[src/hw/charger_ctrl_defs.svh]
// timing counts and reset values for the charger detect and port power block
`ifndef CHARGER_CTRL_DEFS_SVH
`define CHARGER_CTRL_DEFS_SVH
`define CLK_HZ 25000000
`define RETRY_SHORT_S 1
`define RETRY_LONG_S 10
`define RETRY_SHORT_CYC (`CLK_HZ * `RETRY_SHORT_S)
`define RETRY_LONG_CYC (`CLK_HZ * `RETRY_LONG_S)
`define SHORT_ATTEMPTS 3
`define CHG_EN_RESET 8'h00
`define CT_NONE 3'h0
`define CT_DCP 3'h1
`define CT_CDP 3'h2
`define CT_SDP 3'h3
`define CT_LOW 3'h4
`define CT_HIGH 3'h5
`define CT_SUPER 3'h6
`endif

[src/hw/charger_ctrl_pkg.sv]
// types for the charger detect and port power block
package charger_ctrl_pkg;
  typedef enum logic [1:0] {det_idle, det_sense, det_done} det_state_type;
  typedef enum logic [1:0] {port_init, port_on, port_off} port_state_type;
endpackage

[src/hw/charger_detect_port_power_ctrl.sv]
// charger detection, per-port charging roles and dedicated-port over-current retry
// Behaviour
// - detection starts automatically on entering charger detect stage when enabled.
// - interrupt raised after classification; result readable from status.
// - shorted data lines report type 001.
// - DP reflected on DM reports 010, only with enhanced detect set.
// - pull-downs on both lines report type 011.
// - proprietary low, high, super high currents report 100, 101, 110.
// - detection may run on internal oscillator during wait refclock stage.
// - no upstream detection when upstream is HSIC.
// - charge enable bit 1 controls port 1, following bits following ports.
// - charging enabled port asserts its port power bit.
// - enabled port is CDP with host, DCP otherwise; else standard.
// - role between charging and standard never changes after configuration.
// - charging port power rises after init, drops on over-current.
// - ganged over-current drops all ports; individual only the affected one.
// - dedicated port off one second then on, three attempts.
// - afterwards retry forever with ten second off interval.
// - CDP and standard ports leave power and over-current to host.
// - each of four ports has its own port power output.
// - no charging on downstream HSIC ports.
`timescale 1ns/1ns
`include "charger_ctrl_defs.svh"
module charger_detect_port_power_ctrl #(
  parameter int PORTS = 4,
  parameter int SHORT_CYC = `RETRY_SHORT_CYC,
  parameter int LONG_CYC = `RETRY_LONG_CYC
) (
  input wire logic i_sys_clk,
  input wire logic i_sys_rst,
  input wire logic i_clk_en,
  input wire logic i_detect_enable,
  input wire logic i_enhanced_detect_enable,
  input wire logic i_charger_detect_stage,
  input wire logic i_wait_refclock_stage,
  input wire logic i_osc_detect_enable,
  input wire logic i_reference_clock_ok,
  input wire logic i_upstream_hsic,
  input wire logic i_sense_valid,
  input wire logic i_sense_short,
  input wire logic i_sense_reflect,
  input wire logic i_sense_pulldown,
  input wire logic [1:0] i_sense_prop,
  input wire logic i_status_ack,
  input wire logic i_charge_enable_we,
  input wire logic [7:0] i_charge_enable_wdata,
  input wire logic i_config_done,
  input wire logic i_init_done,
  input wire logic i_host_connected,
  input wire logic i_ganged,
  input wire logic [PORTS-1:0] i_downstream_hsic,
  input wire logic [PORTS-1:0] i_overcurrent_sense,
  output logic o_detect_active,
  output logic o_charger_irq,
  output logic [2:0] o_charger_type,
  output logic [7:0] o_charge_enable,
  output logic [PORTS-1:0] o_port_dcp,
  output logic [PORTS-1:0] o_port_cdp,
  output logic [PORTS-1:0] o_port_power_out
);

  ////////////////////////////////////////////////////////////////////////////
  // over-current pins are asynchronous: three flops, change accepted on agreement
  logic [PORTS-1:0] oc_s1, oc_s2, oc_s3, oc_q;
  logic [PORTS-1:0] next_oc_q;
  always_comb begin
    next_oc_q = oc_q;
    for (int k = 0; k < PORTS; k++) begin
      if (oc_s2[k] == oc_s3[k]) begin
        next_oc_q[k] = oc_s3[k];
      end
    end
  end
  always_ff @(posedge i_sys_clk or posedge i_sys_rst) begin
    if (i_sys_rst) begin
      oc_s1 <= '0;
      oc_s2 <= '0;
      oc_s3 <= '0;
      oc_q <= '0;
    end else if (i_clk_en) begin
      oc_s1 <= i_overcurrent_sense;
      oc_s2 <= oc_s1;
      oc_s3 <= oc_s2;
      oc_q <= next_oc_q;
    end
  end

  ////////////////////////////////////////////////////////////////////////////
  // upstream detection
  charger_ctrl_pkg::det_state_type det_state, next_det_state;
  logic stage_q, next_stage_q;
  logic [2:0] ctype, next_ctype;
  logic irq, next_irq;
  logic may_run;
  logic [2:0] classified;

  // without a reference clock, only the oscillator path may start a run
  assign may_run = i_detect_enable && !i_upstream_hsic &&
    (i_reference_clock_ok || (i_wait_refclock_stage && i_osc_detect_enable));

  always_comb begin
    classified = `CT_NONE;
    if (i_sense_short) begin
      classified = `CT_DCP;
    end else if (i_sense_reflect && i_enhanced_detect_enable) begin
      classified = `CT_CDP;
    end else if (i_sense_pulldown) begin
      classified = `CT_SDP;
    end else if (i_sense_prop != 2'h0) begin
      classified = 3'(`CT_LOW + {1'b0, i_sense_prop} - 3'h1);
    end
  end

  always_comb begin
    next_det_state = det_state;
    next_stage_q = i_charger_detect_stage;
    next_ctype = ctype;
    next_irq = irq;
    if (i_status_ack) begin
      next_irq = 1'b0;
    end
    unique case (det_state)
      charger_ctrl_pkg::det_idle: begin
        if (i_charger_detect_stage && !stage_q && may_run) begin
          next_det_state = charger_ctrl_pkg::det_sense;
        end
      end
      charger_ctrl_pkg::det_sense: begin
        if (i_sense_valid) begin
          next_ctype = classified;
          next_irq = 1'b1;
          next_det_state = charger_ctrl_pkg::det_done;
        end
      end
      charger_ctrl_pkg::det_done: begin
        next_det_state = charger_ctrl_pkg::det_idle;
      end
    endcase
  end

  always_ff @(posedge i_sys_clk or posedge i_sys_rst) begin
    if (i_sys_rst) begin
      det_state <= charger_ctrl_pkg::det_idle;
      stage_q <= 1'b0;
      ctype <= `CT_NONE;
      irq <= 1'b0;
    end else if (i_clk_en) begin
      det_state <= next_det_state;
      stage_q <= next_stage_q;
      ctype <= next_ctype;
      irq <= next_irq;
    end
  end

  assign o_detect_active = (det_state == charger_ctrl_pkg::det_sense);
  assign o_charger_irq = irq;
  assign o_charger_type = ctype;

  ////////////////////////////////////////////////////////////////////////////
  // charging enable register; roles freeze once configuration is done
  logic [7:0] chg_en, next_chg_en;
  always_comb begin
    next_chg_en = chg_en;
    if (i_charge_enable_we && !i_config_done) begin
      next_chg_en = i_charge_enable_wdata;
    end
  end
  always_ff @(posedge i_sys_clk or posedge i_sys_rst) begin
    if (i_sys_rst) begin
      chg_en <= `CHG_EN_RESET;
    end else if (i_clk_en) begin
      chg_en <= next_chg_en;
    end
  end
  assign o_charge_enable = chg_en;

  ////////////////////////////////////////////////////////////////////////////
  // per-port roles and power
  logic [PORTS-1:0] charging, dcp, power_on, oc_trip;
  logic any_trip;
  assign any_trip = |oc_trip;

  genvar p;
  generate
    for (p = 0; p < PORTS; p++) begin : g_port
      charger_ctrl_pkg::port_state_type st, next_st;
      logic [31:0] cnt, next_cnt;
      logic [1:0] tries, next_tries;

      assign charging[p] = chg_en[p+1] && !i_downstream_hsic[p];
      assign dcp[p] = charging[p] && !i_host_connected;
      assign oc_trip[p] = charging[p] && oc_q[p] && (st == charger_ctrl_pkg::port_on);

      always_comb begin
        next_st = st;
        next_cnt = cnt;
        next_tries = tries;
        unique case (st)
          charger_ctrl_pkg::port_init: begin
            if (i_init_done && charging[p]) begin
              next_st = charger_ctrl_pkg::port_on;
            end
          end
          charger_ctrl_pkg::port_on: begin
            // a quiet port after re-enable is healthy again
            if (!oc_q[p]) begin
              next_tries = 2'h0;
            end
            if (oc_trip[p] || (i_ganged && any_trip)) begin
              next_st = charger_ctrl_pkg::port_off;
              next_cnt = '0;
            end
          end
          charger_ctrl_pkg::port_off: begin
            next_cnt = cnt + 32'h0000_0001;
            if (!dcp[p]) begin
              // host owns recovery on CDP/SDP; hold off until it clears
              if (!oc_q[p] && !(i_ganged && |oc_q)) begin
                next_st = charger_ctrl_pkg::port_on;
              end
            end else if (tries < 2'(`SHORT_ATTEMPTS)) begin
              if (cnt >= 32'(SHORT_CYC - 1)) begin
                next_st = charger_ctrl_pkg::port_on;
                next_tries = tries + 2'h1;
              end
            end else if (cnt >= 32'(LONG_CYC - 1)) begin
              next_st = charger_ctrl_pkg::port_on;
            end
          end
        endcase
      end

      always_ff @(posedge i_sys_clk or posedge i_sys_rst) begin
        if (i_sys_rst) begin
          st <= charger_ctrl_pkg::port_init;
          cnt <= '0;
          tries <= 2'h0;
        end else if (i_clk_en) begin
          st <= next_st;
          cnt <= next_cnt;
          tries <= next_tries;
        end
      end

      assign power_on[p] = (st == charger_ctrl_pkg::port_on) && charging[p];

      long_wait_a: assert property (@(posedge i_sys_clk) disable iff (i_sys_rst)
        (st == charger_ctrl_pkg::port_off && dcp[p] && tries == 2'h3 && cnt < 32'(LONG_CYC - 1))
        |=> (st == charger_ctrl_pkg::port_off || !i_clk_en || !dcp[p]))
        else $error("long retry ended early");
      short_wait_a: assert property (@(posedge i_sys_clk) disable iff (i_sys_rst)
        (st == charger_ctrl_pkg::port_off && dcp[p] && tries < 2'h3 && cnt == 32'(SHORT_CYC - 1) && i_clk_en)
        |=> st == charger_ctrl_pkg::port_on)
        else $error("short retry did not re-enable");
    end
  endgenerate

  assign o_port_dcp = dcp;
  assign o_port_cdp = charging & ~dcp;
  assign o_port_power_out = power_on;

  ////////////////////////////////////////////////////////////////////////////
  // checks
  type_map_a: assert property (@(posedge i_sys_clk) disable iff (i_sys_rst)
    (det_state == charger_ctrl_pkg::det_sense && i_sense_valid && i_sense_short && i_clk_en)
    |=> o_charger_type == 3'h1)
    else $error("shorted lines not reported as dcp");
  cdp_gate_a: assert property (@(posedge i_sys_clk) disable iff (i_sys_rst)
    (det_state == charger_ctrl_pkg::det_sense && i_sense_valid && !i_sense_short && i_clk_en
     && !i_enhanced_detect_enable) |=> o_charger_type != 3'h2)
    else $error("cdp reported without enhanced detect");
  irq_raise_a: assert property (@(posedge i_sys_clk) disable iff (i_sys_rst)
    (det_state == charger_ctrl_pkg::det_sense && i_sense_valid && i_clk_en) |=> o_charger_irq)
    else $error("interrupt missing after classification");
  det_start_a: assert property (@(posedge i_sys_clk) disable iff (i_sys_rst)
    (det_state == charger_ctrl_pkg::det_idle && i_charger_detect_stage && !stage_q && may_run && i_clk_en)
    |=> o_detect_active)
    else $error("detection did not start");
  hsic_block_a: assert property (@(posedge i_sys_clk) disable iff (i_sys_rst)
    (det_state == charger_ctrl_pkg::det_idle && i_upstream_hsic) |=> !o_detect_active)
    else $error("detection ran on hsic upstream");
  role_freeze_a: assert property (@(posedge i_sys_clk) disable iff (i_sys_rst)
    i_config_done |=> $stable(o_charge_enable))
    else $error("role changed after configuration");
  std_off_a: assert property (@(posedge i_sys_clk) disable iff (i_sys_rst)
    (o_port_power_out & ~(o_charge_enable[PORTS:1] & ~i_downstream_hsic)) == '0)
    else $error("standard port powered");
  trip_off_a: assert property (@(posedge i_sys_clk) disable iff (i_sys_rst)
    (any_trip && i_clk_en) |=> (o_port_power_out & $past(oc_trip)) == '0)
    else $error("power stayed on after over-current");
  gang_off_a: assert property (@(posedge i_sys_clk) disable iff (i_sys_rst)
    (any_trip && i_ganged && i_clk_en) |=> o_port_power_out == '0)
    else $error("ganged ports not all dropped");
  detect_c: cover property (@(posedge i_sys_clk) o_detect_active ##[1:20] o_charger_irq);
  retry_c: cover property (@(posedge i_sys_clk) any_trip ##1 o_port_power_out == '0);
  sdp_c: cover property (@(posedge i_sys_clk) o_charger_type == 3'h3);

endmodule // charger_detect_port_power_ctrl

[config.mk]
export PLATFORM = sky130hd
export DESIGN_NAME = charger_detect_port_power_ctrl
export DESIGN_NICKNAME = d
export VERILOG_FILES = /design/src/hw/charger_ctrl_pkg.sv /design/src/hw/charger_detect_port_power_ctrl.sv
export VERILOG_INCLUDE_DIRS = /design/src /design/src/hw
export SDC_FILE = /design/constraint.sdc
export NUM_CORES = 1
export LEC_CHECK = 0
export ABC_CLOCK_PERIOD_IN_PS = 9350
export BUFFER_PORTS_ARGS = -buffer_cell sky130_fd_sc_hd__buf_2
export CAP_MARGIN = 20
export CORE_MARGIN = 4
export CORE_UTILIZATION = 43
export CTS_BUF_LIST = sky130_fd_sc_hd__clkbuf_8
export CTS_CLUSTER_SIZE = 16
export DETAILED_ROUTE_END_ITERATION = 16
export PLACE_DENSITY_LB_ADDON = 0.08
export SLEW_MARGIN = 0
export SYNTH_ARGS = -nofsm -noshare
export SYNTH_HDL_FRONTEND = slang
export SYNTH_SLANG_ARGS = --single-unit
export TNS_END_PERCENT = 100
[constraint.sdc]
create_clock -name i_sys_clk -period 9.35 [get_ports i_sys_clk]
set_input_delay 1.4025 -clock i_sys_clk [delete_from_list [all_inputs] [get_ports i_sys_clk]]
set_output_delay 1.4025 -clock i_sys_clk [all_outputs]
set_load 0.02 [all_outputs]
Yosys cells after proc, flatten, opt, wreduce, memory -nomap -nowiden
Index checks and enable logic that the tools add are counted.

cells by class
  $add $sub $neg = 10
  $lt $le $gt $ge = 12
  equality and inequality tests = 52
  muxes and demuxes = 70
  bitwise logic cells = 2
  reduce and logical (&&, ||, !) cells = 86

operator list
  cell                     number
  $pmux W32 S2             4
  $add A32 B1 Y32 const B  4
  $ge A32 B25 Y1 const B   4
  $ge A32 B28 Y1 const B   4
  $mux W32                 4
  $mux W2                  46
  $reduce_and A6 Y1        8
  $ne A2 B2 Y1 const B     22
  $logic_and A1 B1 Y1      37
  $ne A4 B4 Y1 const B     8
  $pmux W2 S3              5
  $reduce_and A3 Y1        6
  $pmux W2 S2              4
  $logic_not A1 Y1         13
  $mux W3                  4
  $ne A3 B3 Y1 const B     4
  $eq A2 B1 Y1 const B     5
  $eq A2 B2 Y1 const B     5
  $logic_not A2 Y1         5
  $reduce_and A2 Y1        5
  $reduce_bool A2 Y1       5
  $add A2 B1 Y2 const B    4
  $lt A2 B2 Y1 const B     4
  $ne A2 B1 Y1 const B     4
  8 further kinds          18

word-level totals
  bits in registers = 175
  output and inout bits = 25
  word-level logic and storage cells = 256

Longest topological paths before layout
  word-level depth = 9
  mapped depth = 10
  gate-level depth less buffers = 8

Worst setup path before layout
Ideal clock, no wire load.

  path kind = input to output
  from = input i_host_connected
  to = output o_port_dcp[0]
  data arrival time = 2276 ps
  data required time = 7947 ps
  path slack = 5671 ps
  stages on the path = 2
  cells stage by stage = clkbuf_1 > nor3b_1

on the way
  cells in the longest elaborated chain, start to end = 2

RTL lines
  element              line                                   text
  from (decl)          charger_detect_port_power_ctrl.sv:49   input wire logic i_host_connected,
  $logic_not A1 Y1     charger_detect_port_power_ctrl.sv:191  assign dcp[p] = charging[p] && !i_host_connected;
  $logic_and A1 B1 Y1  charger_detect_port_power_ctrl.sv:191
  to (decl)            charger_detect_port_power_ctrl.sv:57   output logic [PORTS-1:0] o_port_dcp,

Every way passes these cells.

Worst setup path after layout
Ends and elaborated chain as after synthesis.

==> results.md <==
- H-tree levels: 4
- Grt ovf: 0
- M1 WL: 12.2 mm
- Clock Skews: 19.7 ps
- Total wire length: 24.2 mm
- CP Data Required Time: 7950 ps
- CTS Buf Count: 17
- Filler cells: 2254
- Clock transition at path regs: 90 ps
- Vias in the first global route: 8005
- Register area share after synthesis: 43.3%
- Count of state elements after synthesis: 175
- Final period utilization: 41.3%
- First-pass GRT wire length: 41.2 mm
- ANT nets after route: 0
- Routed wire length per instance: 16.3 um
- Yosys warns: 0
- Delay-heaviest family, CP: simple AND/OR/NAND/NOR gates
- Final hold violations: 0
- Vias: 8321
- Accumulated negative setup slack: 0 ps
- Row Count: 55
- Total Nets Final: 1220
- Layout Cells excl Fill: 1485
- Crit. path cell count: 3
- Pwr dens: 183 mW/mm^2
- Area of the multi-input gates: 0.00540 mm^2
- WS Path Type: in -> out
- CTS Hold Bufs: 0
- Post-CTS resize count: 0
- DR top layer: met5
- Ordered list of cells on the worst path: buf_2 -> nor3b_1 -> buf_2
- Met3 Routed Length: 963 um
- Initial antenna violation count: 1
- Layout area overhead: 9.50%
- Maximum vdd drop: 0.112 mV
- Post-Syn Instances: 1123
- Antenna Cells: 0
- Relative slew slack: 30.3%
- Final setup fails: 0
- Postcts setup bufs: 0
- 1st-iter DRT viols: 564
- Synthesized area: 0.0101 mm^2
- Initial core utilization: 44.2%
- Main synth FF type: dfrtp_1
- Worst Path Max Fanout: 11
- Fmax: 0.259 GHz
- Share of layout cells above drive strength 1: 11.9%
- Drt first pass iters: 5
- Number of flops mapped to enable cells by yosys: 0
- Die area: 0.0260 mm^2
- DRC: 0
- Worst hold path class: reg -> reg
- Root Driver: clkbuf_8
- CP peak stage delay: 580 ps
- Placed Cells: 1453
- Clock Tree Buf Depth: 2
- Die Wd: 161 um
- Routed wl met2: 10.7 mm
- Die height: 161 um
- Critical path buffers and inverters: 2
- Slew Limit Fails: 0
- Arrival time worst endpoint: 2460 ps
- Crit path capture type: output pin
- CTS Sinks: 175
- Worst reg-to-reg path cell count: 8
- Pin count of the biggest net entering global routing: 113
- CTS tree: done
- Post-DP HPWL: 16.6 mm
- RD Place Congestion: 0.782
- Avg Cell Area, Syn: 9.00 um^2
- Clock Latency Late Sink: 460 ps
- Net Count, Synth: 1183
- Port bufs: 62
- RSZ-0062 raised after global routing: no
- WHS Path Cells: 2
- Worst-Margin Slew: 1040 ps
- Most common cell on crit path: buf_2
- Distinct cells, synth: 84
- Register area: 0.00438 mm^2
- CP max stage cell: nor3b_1
- Final min period: 3860 ps
- Maxcap violations: 0
- Static leakage: 4.67 nW
- IO Pins: 63
- Core box area: 0.0228 mm^2
- Async set or reset register ratio after synthesis: 100%
- Status: finished clean
- Global-route total usage across every layer: 19.0%
- Via density: 5.60
- Crit path launch type: primary input
[final timing paths]
check / endpoint / start / slack, ps
worst max-delay path: o_port_dcp[0] / i_host_connected / 5490
worst min-delay path: oc_s2[0] / oc_s1[0] / 490
worst max register to register: g_port[2].st[1] / g_port[2].st[0] / 6010
worst min register to register: oc_s2[0] / oc_s1[0] / 490
max in group asynchronous: g_port[0].cnt[6] / i_sys_rst / 6920
min in group asynchronous: g_port[2].cnt[8] / i_sys_rst / 1060
[layer usage]
metal / up-vias / global-route usage, %
met2: 124 / 29.2
met1: 4007 / 27.9
li1: 4171 / -
met4: 2 / 4.42
met3: 17 / 3.80
met5: - / 0
[where the power goes]
group          switching, mW  leakage [nW]  internal (mW)  total [mW]
clock                  0.302         0.189          0.248       0.550
sequential            0.0667          2.36          0.825       0.892
combinational          0.382          2.13          0.199       0.581
total                  0.751          4.67           1.27        2.02
[flip-flops by register name (all words and copies together), names as in the netlist]
| signal | count |
|---|---|
| o_charge_enable | 8 |
| oc_q | 4 |
| oc_s3 | 4 |
| det_state | 2 |
| g_port.tries | 8 |
| g_port.cnt | 128 |
| oc_s2 | 4 |
| o_charger_irq | 1 |
| oc_s1 | 4 |
| g_port.st | 8 |
| o_charger_type | 3 |
| stage_q | 1 |
[layout make-up]
cell class                 count  area share, %
multi-input combinational    864           48.8
timing repair buffer          69           3.28
tap                          313           3.54
inverter                      33           1.19
clock inverter                13           1.37
clock buffer                  18           2.24
sequential                   175           39.6
[worst reg2reg max path, stage by stage (launching register included)]
cell and delay (ps):
dfrtp_1 390, inv_1 110, ha_1 640, inv_1 420, or4b_4 630, a2111oi_4 280, nor2_2 80, o311ai_2 330
mux2_1 360
[cells in the final DEF (no fill, tap or decap), types with 5 or more instances in the layout]
cell type / n
o41ai_1: 7
o21a_1: 5
nor4_1: 22
o31ai_1: 19
ha_1: 22
nor2_1: 99
nand4_1: 34
and2_1: 16
mux2i_1: 8
a21o_1: 9
buf_2: 62
nand3_1: 60
inv_1: 31
and4_1: 11
and3_1: 12
or3_1: 38
a21oi_1: 51
mux2_2: 20
o2111ai_1: 5
o21ai_1: 28
nand2_1: 123
inv_6: 5
o211ai_1: 6
dfrtp_1: 175
nand2b_1: 12
xnor2_1: 28
buf_4: 7
nor3_1: 33
nor2b_1: 6
a22o_1: 11
xor2_1: 33
o21ai_0: 54
clkbuf_8: 18
[synthesized netlist by cell type (all sizes together), types with 33 or more instances]
cell type,n,area [um^2]
clkbuf,38,143
xor2,33,289
inv,33,124
nand2,124,468
nor2,100,378
dfrtp,175,4380
nand4,34,213
nand3,61,310
or3,38,238
o21ai,82,410
nor3,33,165
a21oi,51,255
[through the flow]
stage                     cell area, um^2  utilization [%]  setup slack (ps)  hold WS, ps  power, mW
after global placement              10700             46.6              5420          463       1.49
after floorplan                     10100                -              3200          449       1.33
final                               11100             48.4              5490          487       2.02
after global routing                11100             48.4              5360          525       2.17
after detailed placement            10700             46.6              5360          470       1.49
after CTS                           11100             48.4              5470          493       2.05
[cell families after synthesis]
logic type	after synthesis	share of synthesized area [%]
xor+xnor	61	5.29
fa+ha+maj	22	2.72
simple gates	506	25.8
mux	31	3.36
buf+inv	84	3.39
flops	175	43.3
compound gates	244	16.1
Note: power is estimated with default switching activity, not from simulation.
